$ cat config.mk
export PLATFORM = sky130hd
export DESIGN_NAME = pwa_pin_action
export DESIGN_NICKNAME = d
export VERILOG_FILES = /design/src/hw/pwa_pin_unit.sv /design/src/hw/pwa_pin_action.sv
export SDC_FILE = /design/constraint.sdc
export NUM_CORES = 1
export LEC_CHECK = 0
export BUFFER_PORTS_ARGS = -buffer_cell sky130_fd_sc_hd__buf_4
export CAP_MARGIN = 15
export CORE_MARGIN = 4
export CORE_UTILIZATION = 54
export DETAILED_ROUTE_END_ITERATION = 10
export GPL_ROUTABILITY_DRIVEN = 0
export HOLD_SLACK_MARGIN = 0.12
export PLACE_DENSITY = 0.8
export SLEW_MARGIN = 10
export SYNTH_ARGS = -nofsm -noshare
export SYNTH_HDL_FRONTEND = slang
export SYNTH_SLANG_ARGS = --single-unit
$ cat constraint.sdc
create_clock -name i_clk_sys -period 2.5 [get_ports i_clk_sys]
set_clock_uncertainty 0.1 [all_clocks]
set_input_delay 0 -clock i_clk_sys [delete_from_list [all_inputs] [get_ports i_clk_sys]]
set_output_delay 0 -clock i_clk_sys [all_outputs]
set_load 0.005 [all_outputs]
$ cat src/hw/pwa_pin_unit.sv
// Behaviour
// - Bit 4 of a pin's action field sets the level the pin drives before any timer event.
// - At each counter cycle end the pin is kept, driven low, driven high or inverted per bits 3:2.
// - On a compare match with its own register the pin is kept, low, high or inverted per bits 1:0.
// - In legacy mode bit 5 high turns the pin into a capture input, edge chosen by bits 1:0.
`timescale 1ns/1ps

package pwa_pkg;

    // =====================================================================
    // Widths
    localparam int CNT_W = 16;
    localparam int FIELD_W = 6;
    localparam int ADDR_W = 5;
    localparam int NUM_PINS = 2;

    // =====================================================================
    // Register map, byte addresses
    localparam logic [ADDR_W-1:0] ADDR_FIELD_A = 5'h00;
    localparam logic [ADDR_W-1:0] ADDR_FIELD_B = 5'h04;
    localparam logic [ADDR_W-1:0] ADDR_CCR_A = 5'h08;
    localparam logic [ADDR_W-1:0] ADDR_CCR_B = 5'h0C;
    localparam logic [ADDR_W-1:0] ADDR_CTRL = 5'h10;
    localparam logic [ADDR_W-1:0] ADDR_STATUS = 5'h14;

    // =====================================================================
    // Action field layout
    localparam int FB_CAPTURE = 5;
    localparam int FB_INIT = 4;
    localparam int FB_CYC_HI = 3;
    localparam int FB_CYC_LO = 2;
    localparam int FB_CMP_HI = 1;
    localparam int FB_CMP_LO = 0;

    localparam logic [1:0] ACT_KEEP = 2'h0;
    localparam logic [1:0] ACT_LOW = 2'h1;
    localparam logic [1:0] ACT_HIGH = 2'h2;
    localparam logic [1:0] ACT_TOGGLE = 2'h3;

    localparam logic [1:0] EDGE_RISE = 2'h0;
    localparam logic [1:0] EDGE_FALL = 2'h1;

    // =====================================================================
    // Control and status bits
    localparam int CTRL_RUN = 0;
    localparam int CTRL_LEGACY = 1;
    localparam int ST_PIN_LO = 0;
    localparam int ST_CAP_LO = 2;

    // =====================================================================
    // Reset values
    localparam logic [FIELD_W-1:0] FIELD_RST = 6'h00;
    localparam logic [CNT_W-1:0] CCR_RST = 16'hFFFF;

    function automatic logic act_apply(input logic level, input logic [1:0] code);
        logic r;
        r = level;
        unique case (code)
            ACT_KEEP: r = level;
            ACT_LOW: r = 1'b0;
            ACT_HIGH: r = 1'b1;
            ACT_TOGGLE: r = ~level;
        endcase
        return r;
    endfunction

endpackage

module pwa_pin_unit
    import pwa_pkg::*;
(
    input wire logic [FIELD_W-1:0] i_field,
    input wire logic i_legacy,
    input wire logic i_run,
    input wire logic i_cycle_end,
    input wire logic i_count_en,
    input wire logic [CNT_W-1:0] i_counter,
    input wire logic [CNT_W-1:0] i_ccr,
    input wire logic i_cap_now,
    input wire logic i_cap_prev,
    input wire logic i_level,
    output logic o_capture_mode,
    output logic o_next_level,
    output logic o_capture
);
    logic lvl_cyc;
    logic match;
    logic rise;
    logic fall;

    always_comb begin
        o_capture_mode = i_legacy && i_field[FB_CAPTURE];
        match = i_run && i_count_en && (i_counter == i_ccr) && !o_capture_mode;
        rise = i_cap_now && !i_cap_prev;
        fall = !i_cap_now && i_cap_prev;
        // Cycle end first, then match, so both events in one cycle compose
        lvl_cyc = (i_run && i_cycle_end) ?
            act_apply(i_level, i_field[FB_CYC_HI:FB_CYC_LO]) : i_level;
        if (o_capture_mode) begin
            // Bits 4:2 unused while capturing, so the level stays put
            o_next_level = i_level;
        end else if (!i_run) begin
            o_next_level = i_field[FB_INIT];
        end else if (match) begin
            o_next_level = act_apply(lvl_cyc, i_field[FB_CMP_HI:FB_CMP_LO]);
        end else begin
            o_next_level = lvl_cyc;
        end
        o_capture = 1'b0;
        if (o_capture_mode && i_run) begin
            unique case (i_field[FB_CMP_HI:FB_CMP_LO])
                EDGE_RISE: o_capture = rise;
                EDGE_FALL: o_capture = fall;
                default: o_capture = rise || fall;
            endcase
        end
    end
endmodule

$ cat src/hw/pwa_pin_action.sv
`timescale 1ns/1ps

module pwa_pin_action
    import pwa_pkg::*;
(
    input wire logic i_clk_sys,
    input wire logic i_rst,
    input wire logic [ADDR_W-1:0] i_addr,
    input wire logic [31:0] i_wdata,
    input wire logic i_wr,
    input wire logic i_rd,
    output logic [31:0] o_rdata,
    input wire logic [CNT_W-1:0] i_counter,
    input wire logic i_count_en,
    input wire logic i_cycle_end,
    input wire logic i_pin_a_in,
    input wire logic i_pin_b_in,
    output logic o_pin_a,
    output logic o_pin_a_oe,
    output logic o_pin_b,
    output logic o_pin_b_oe
);
    // =====================================================================
    // State
    typedef struct packed {
        logic [NUM_PINS-1:0][FIELD_W-1:0] field;
        logic [NUM_PINS-1:0][CNT_W-1:0] ccr;
        logic run;
        logic legacy;
        logic [NUM_PINS-1:0] pin;
        logic [NUM_PINS-1:0] oe;
        logic [NUM_PINS-1:0] cap_prev;
        logic [NUM_PINS-1:0] cap_flag;
        logic [31:0] rdata;
    } pwa_state_type;

    localparam pwa_state_type STATE_RST = '{
        field: {NUM_PINS{FIELD_RST}},
        ccr: {NUM_PINS{CCR_RST}},
        run: 1'b0,
        legacy: 1'b0,
        pin: '0,
        oe: '1,
        cap_prev: '0,
        cap_flag: '0,
        rdata: 32'h00000000
    };

    pwa_state_type st;
    pwa_state_type next_st;

    logic [NUM_PINS-1:0] pin_in;
    logic [NUM_PINS-1:0] cap_mode;
    logic [NUM_PINS-1:0] next_level;
    logic [NUM_PINS-1:0] capture;

    assign pin_in = {i_pin_b_in, i_pin_a_in};

    // =====================================================================
    // Per-pin action logic
    genvar gi;
    generate
        for (gi = 0; gi < NUM_PINS; gi++) begin : g_pin
            pwa_pin_unit i_pwa_pin_unit (
                .i_field(st.field[gi]),
                .i_legacy(st.legacy),
                .i_run(st.run),
                .i_cycle_end(i_cycle_end),
                .i_count_en(i_count_en),
                .i_counter(i_counter),
                .i_ccr(st.ccr[gi]),
                .i_cap_now(pin_in[gi]),
                .i_cap_prev(st.cap_prev[gi]),
                .i_level(st.pin[gi]),
                .o_capture_mode(cap_mode[gi]),
                .o_next_level(next_level[gi]),
                .o_capture(capture[gi])
            );
        end
    endgenerate

    // =====================================================================
    // Next state
    always_comb begin
        next_st = st;
        next_st.rdata = 32'h00000000;
        next_st.cap_prev = pin_in;
        next_st.pin = next_level;
        next_st.oe = ~cap_mode;
        if (i_wr) begin
            unique case (i_addr)
                ADDR_FIELD_A: next_st.field[0] = i_wdata[FIELD_W-1:0];
                ADDR_FIELD_B: next_st.field[1] = i_wdata[FIELD_W-1:0];
                ADDR_CCR_A: next_st.ccr[0] = i_wdata[CNT_W-1:0];
                ADDR_CCR_B: next_st.ccr[1] = i_wdata[CNT_W-1:0];
                ADDR_CTRL: begin
                    next_st.run = i_wdata[CTRL_RUN];
                    next_st.legacy = i_wdata[CTRL_LEGACY];
                end
                ADDR_STATUS: begin
                    next_st.cap_flag = st.cap_flag & ~i_wdata[ST_CAP_LO +: NUM_PINS];
                end
                default: next_st.rdata = 32'h00000000;
            endcase
        end
        // Capture beats a software write to the same register and a flag clear
        for (int i = 0; i < NUM_PINS; i++) begin
            if (capture[i]) begin
                next_st.ccr[i] = i_counter;
                next_st.cap_flag[i] = 1'b1;
            end
        end
        if (i_rd) begin
            unique case (i_addr)
                ADDR_FIELD_A: next_st.rdata = {26'h0000000, st.field[0]};
                ADDR_FIELD_B: next_st.rdata = {26'h0000000, st.field[1]};
                ADDR_CCR_A: next_st.rdata = {16'h0000, st.ccr[0]};
                ADDR_CCR_B: next_st.rdata = {16'h0000, st.ccr[1]};
                ADDR_CTRL: next_st.rdata = {30'h00000000, st.legacy, st.run};
                ADDR_STATUS: next_st.rdata = {28'h0000000, st.cap_flag, st.pin};
                default: next_st.rdata = 32'h00000000;
            endcase
        end
    end

    always_ff @(posedge i_clk_sys or posedge i_rst) begin
        if (i_rst) begin
            st <= STATE_RST;
        end else begin
            st <= next_st;
        end
    end

    assign o_rdata = st.rdata;
    assign o_pin_a = st.pin[0];
    assign o_pin_b = st.pin[1];
    assign o_pin_a_oe = st.oe[0];
    assign o_pin_b_oe = st.oe[1];
endmodule

==> metrics.md <==
| Metric | Value |
|---|---|
| Unrepaired setup endpoints after global routing | no |
| Mux share of post-synthesis cell area | 17.57% |
| Row cnt | 31 |
| Ant. Diodes | 0 |
| Static Leak | 0.002452 uW |
| Outcome | complete, no violations |
| CP max-delay cell | dlygate4sd3_1 |
| Post-synth EDFFs | 0 |
| DRT iter0 DRCs | 198 |
| Post-synth ARST share | 100.0% |
| Synthesized area | 4045 um^2 |
| Die height | 94.55 um |
| Initial Utilization | 55.77% |
| Slew of the pin with the lowest slew margin | 0.4919 ns |
| Drt first pass iters | 5 |
| Clk_lat worst skew | 0.34 ns |
| # Post-CTS Setup Buffers | 0 |
| Yosys warns | 0 |
| Total core area | 7253 um^2 |
| DRC viols | 0 |
| Num CTS Buffers | 9 |
| Slew Limit Fails | 0 |
| Critical path endpoint category | flip-flop |
| First-pass GRT wire length | 16.17 mm |
| CP arrival | 2.55 ns |
| Place WS | 0.7486 ns |
| Max IR drop VDD | 407.8 uV |
| Via count | 3,239 |
| Crit-path max FO | 16 |
| P&R area growth vs syn | 30.00% |
| CTS Sinks | 70 |
| Pin count of the biggest net entering global routing | 34 |
| Multi-input gate area | 1943 um^2 |
| Fin crit period | 2.384 ns |
| Critical path's top delay family | buffers and inverters |
| Max Fclk | 0.4195 GHz |
| Gr ovfl total | 0 |
| Post-Route WL | 10.19 mm |
| I/O pin count | 97 |
| Post-Syn Instances | 381 |
| GRT Overall Usage | 23.93% |
| Share of layout cells above drive strength 1 | 29.78% |
| CTS H-tree lvls | 3 |
| Routed len/inst | 17.10 um |
| PortBufs | 64 |
| Data required, critical path | 2.67 ns |
| Post-synth cell types | 44 |
| Final net count | 557 |
| CP Cell Sequence | dlygate4sd3_1 > buf_4 > nor3_2 > and2_2 > and3_1 > buf_4 > mux2i_1 > a21oi_1 > dlygate4sd3_1 |
| Worst path max stage delay | 0.58 ns |
| Synth Area in Compound Gates | 8.042% |
| Number of global-route vias before repair | 3,318 |
| Largest family of logic cells by synthesized area | multiplexers |
| Final TNS setup | 0 ns |
| Crit path buffers/inverters | 4 |
| CTS clk-pin slew, worst paths | 0.07 ns |
| Final setup margin | 0.1160 ns |
| Top_reg_cell synth | dfrtp_1 |
| Period Utilization, post-route | 95.36% |
| Sequential cell area fraction in the yosys report | 44.36% |
| CTS tree | built |
| Dpl hpwl | 6.405 mm |
| Initial antenna violation count | 0 |
| Min Hold Slack | 0.2213 ns |
| Fillcell total | 503 |
| FF+latch area | 1794 um^2 |
| Power Dens Cells | 764.5 nW/um^2 |
| Synth Area in XOR/XNOR | 6.929% |
| Relative slew slack | 66.95% |
| Setup Viol. Count Final | 0 |
| Seq cells post-synth | 70 |
| Root Buffer | clkbuf_8 |
| Die area | 8940 um^2 |
| Endpoints failing hold | 0 |
| Post-synthesis simple-gate area fraction | 12.77% |
| Total power | 4021 uW |
| Final ANT Viol Nets | 0 |
| CTS max path bufs | 2 |
| Startpoint types | primary input |
| Reg2reg setup slack | 0.15 ns |
| Synthesized area per cell | 10.62 um^2 |
| Max cap viols | 0 |
| Worst hold-check path type | in -> reg |
| Post-Synth Adder-Cell Area | 1.237% |
| DIE WIDTH | 94.55 um |
| Crit Path Class | in -> reg |
| Vias per inst | 5.435 |
[state kept, by name, summed over array words and instances (netlist names)]
name        count
o_pin_a         1
o_pin_a_oe      1
o_pin_b         1
o_pin_b_oe      1
o_rdata        16
st             50
[worst reg2reg max path, stage by stage, from the launching register on]
cell and delay (ns):
dfrtp_1 0.35, inv_1 0.05, ha_1 0.16, mux2_2 0.26, o2111ai_2 0.16, buf_4 0.37
nor2_1 0.10, a21oi_1 0.15, dlygate4sd3_1 0.57
[cell usage after synthesis (8+ instances only)]
cell / instances / share of area (%)
dfstp_2: 34 / 22
a21oi_1: 34 / 4.2
buf_4: 34 / 6.3
xnor2_1: 24 / 5.2
mux2i_1: 44 / 11
nor2_1: 49 / 4.5
nand2_1: 15 / 1.4
mux2_2: 12 / 3.3
nand4_1: 9 / 1.4
dfrtp_1: 36 / 22
xor2_1: 8 / 1.7
[kinds of logic (layout without fill, tap and decap cells)]
family | count (synthesis) | in the layout
xor gates and xnor gates | 32 | 32
adders and majority gates | 4 | 4
DFF | 70 | 70
and+or+nand+nor | 103 | 103
buffers and inverters | 55 | 156
AOI/OAI and AO/OA | 52 | 52
muxes | 64 | 64
other | 1 | 16
[through the flow]
step | utilization (%) | cells | instance area, um^2
after floorplan | - | 396 | 4101
after CTS | 72.50 | 596 | 5259
after detailed placement | 60.84 | 517 | 4413
final | 72.50 | 596 | 5259
after global routing | 72.50 | 596 | 5259
after global placement | 60.84 | 517 | 4413
[cell type report]
cell class / count / share of cell area, %
flip-flops and latches: 70 / 34.12
clock inverters: 4 / 1.332
inverters: 7 / 0.4996
clock buffers: 12 / 2.760
repair buffers: 133 / 21.98
well taps: 99 / 2.355
multi-input cells: 271 / 36.95
[timing repair]
item / CTS / global route
endpoints found under the setup margin: 0 / 0
hold endpoints to repair: 116 / 0
resized for setup: 0 / 0
hold buffers: 63 / 0
[cell usage in the layout (no fill, tap or decap), drive strengths merged, types with 3 or more instances in the layout]
cell type | synthesis | layout
and3 | 3 | 3
nand2 | 16 | 16
a21oi | 34 | 34
buf | 41 | 70
ha | 4 | 4
mux2 | 18 | 18
xnor2 | 24 | 24
inv | 7 | 7
nor3 | 7 | 7
dfstp | 34 | 34
mux2i | 44 | 44
or3 | 3 | 3
clkbuf | 7 | 12
dlygate4sd3 | 0 | 63
xor2 | 8 | 8
nor2 | 49 | 49
conb | 1 | 16
nand4 | 9 | 9
dfrtp | 36 | 36
nand3 | 7 | 7
[where the power goes]
part | total (uW) | switching [uW] | internal [uW]
sequential | 1860 | 293 | 1560
clock | 1010 | 420 | 587
combinational | 1160 | 470 | 686
[worst paths after layout]
path	cells after the start	start	to
min in group asynchronous	4	i_rst	o_rdata[10]$_DFF_PP0_
max	9	i_addr[1]	st[67]$_DFFE_PP1P_
max in group asynchronous	5	i_rst	st[47]$_DFFE_PP1P_
min	2	i_pin_b_in	st[35]$_DFF_PP0_
max reg2reg	8	st[35]$_DFF_PP0_	st[67]$_DFFE_PP1P_
min reg2reg	2	st[33]$_DFFE_PP0P_	st[33]$_DFFE_PP0P_
[per-layer routing]
layer / share of wire [%] / track usage [%] / up-vias
li1: - / - / 1504
met1: 39 / 29.38 / 1587
met2: 53 / 41.61 / 123
met3: 5.5 / 3.665 / 25
met4: 2.4 / 10.70 / 0
met5: 0 / 0 / -
No activity file was read; power rests on OpenSTA's default activity.
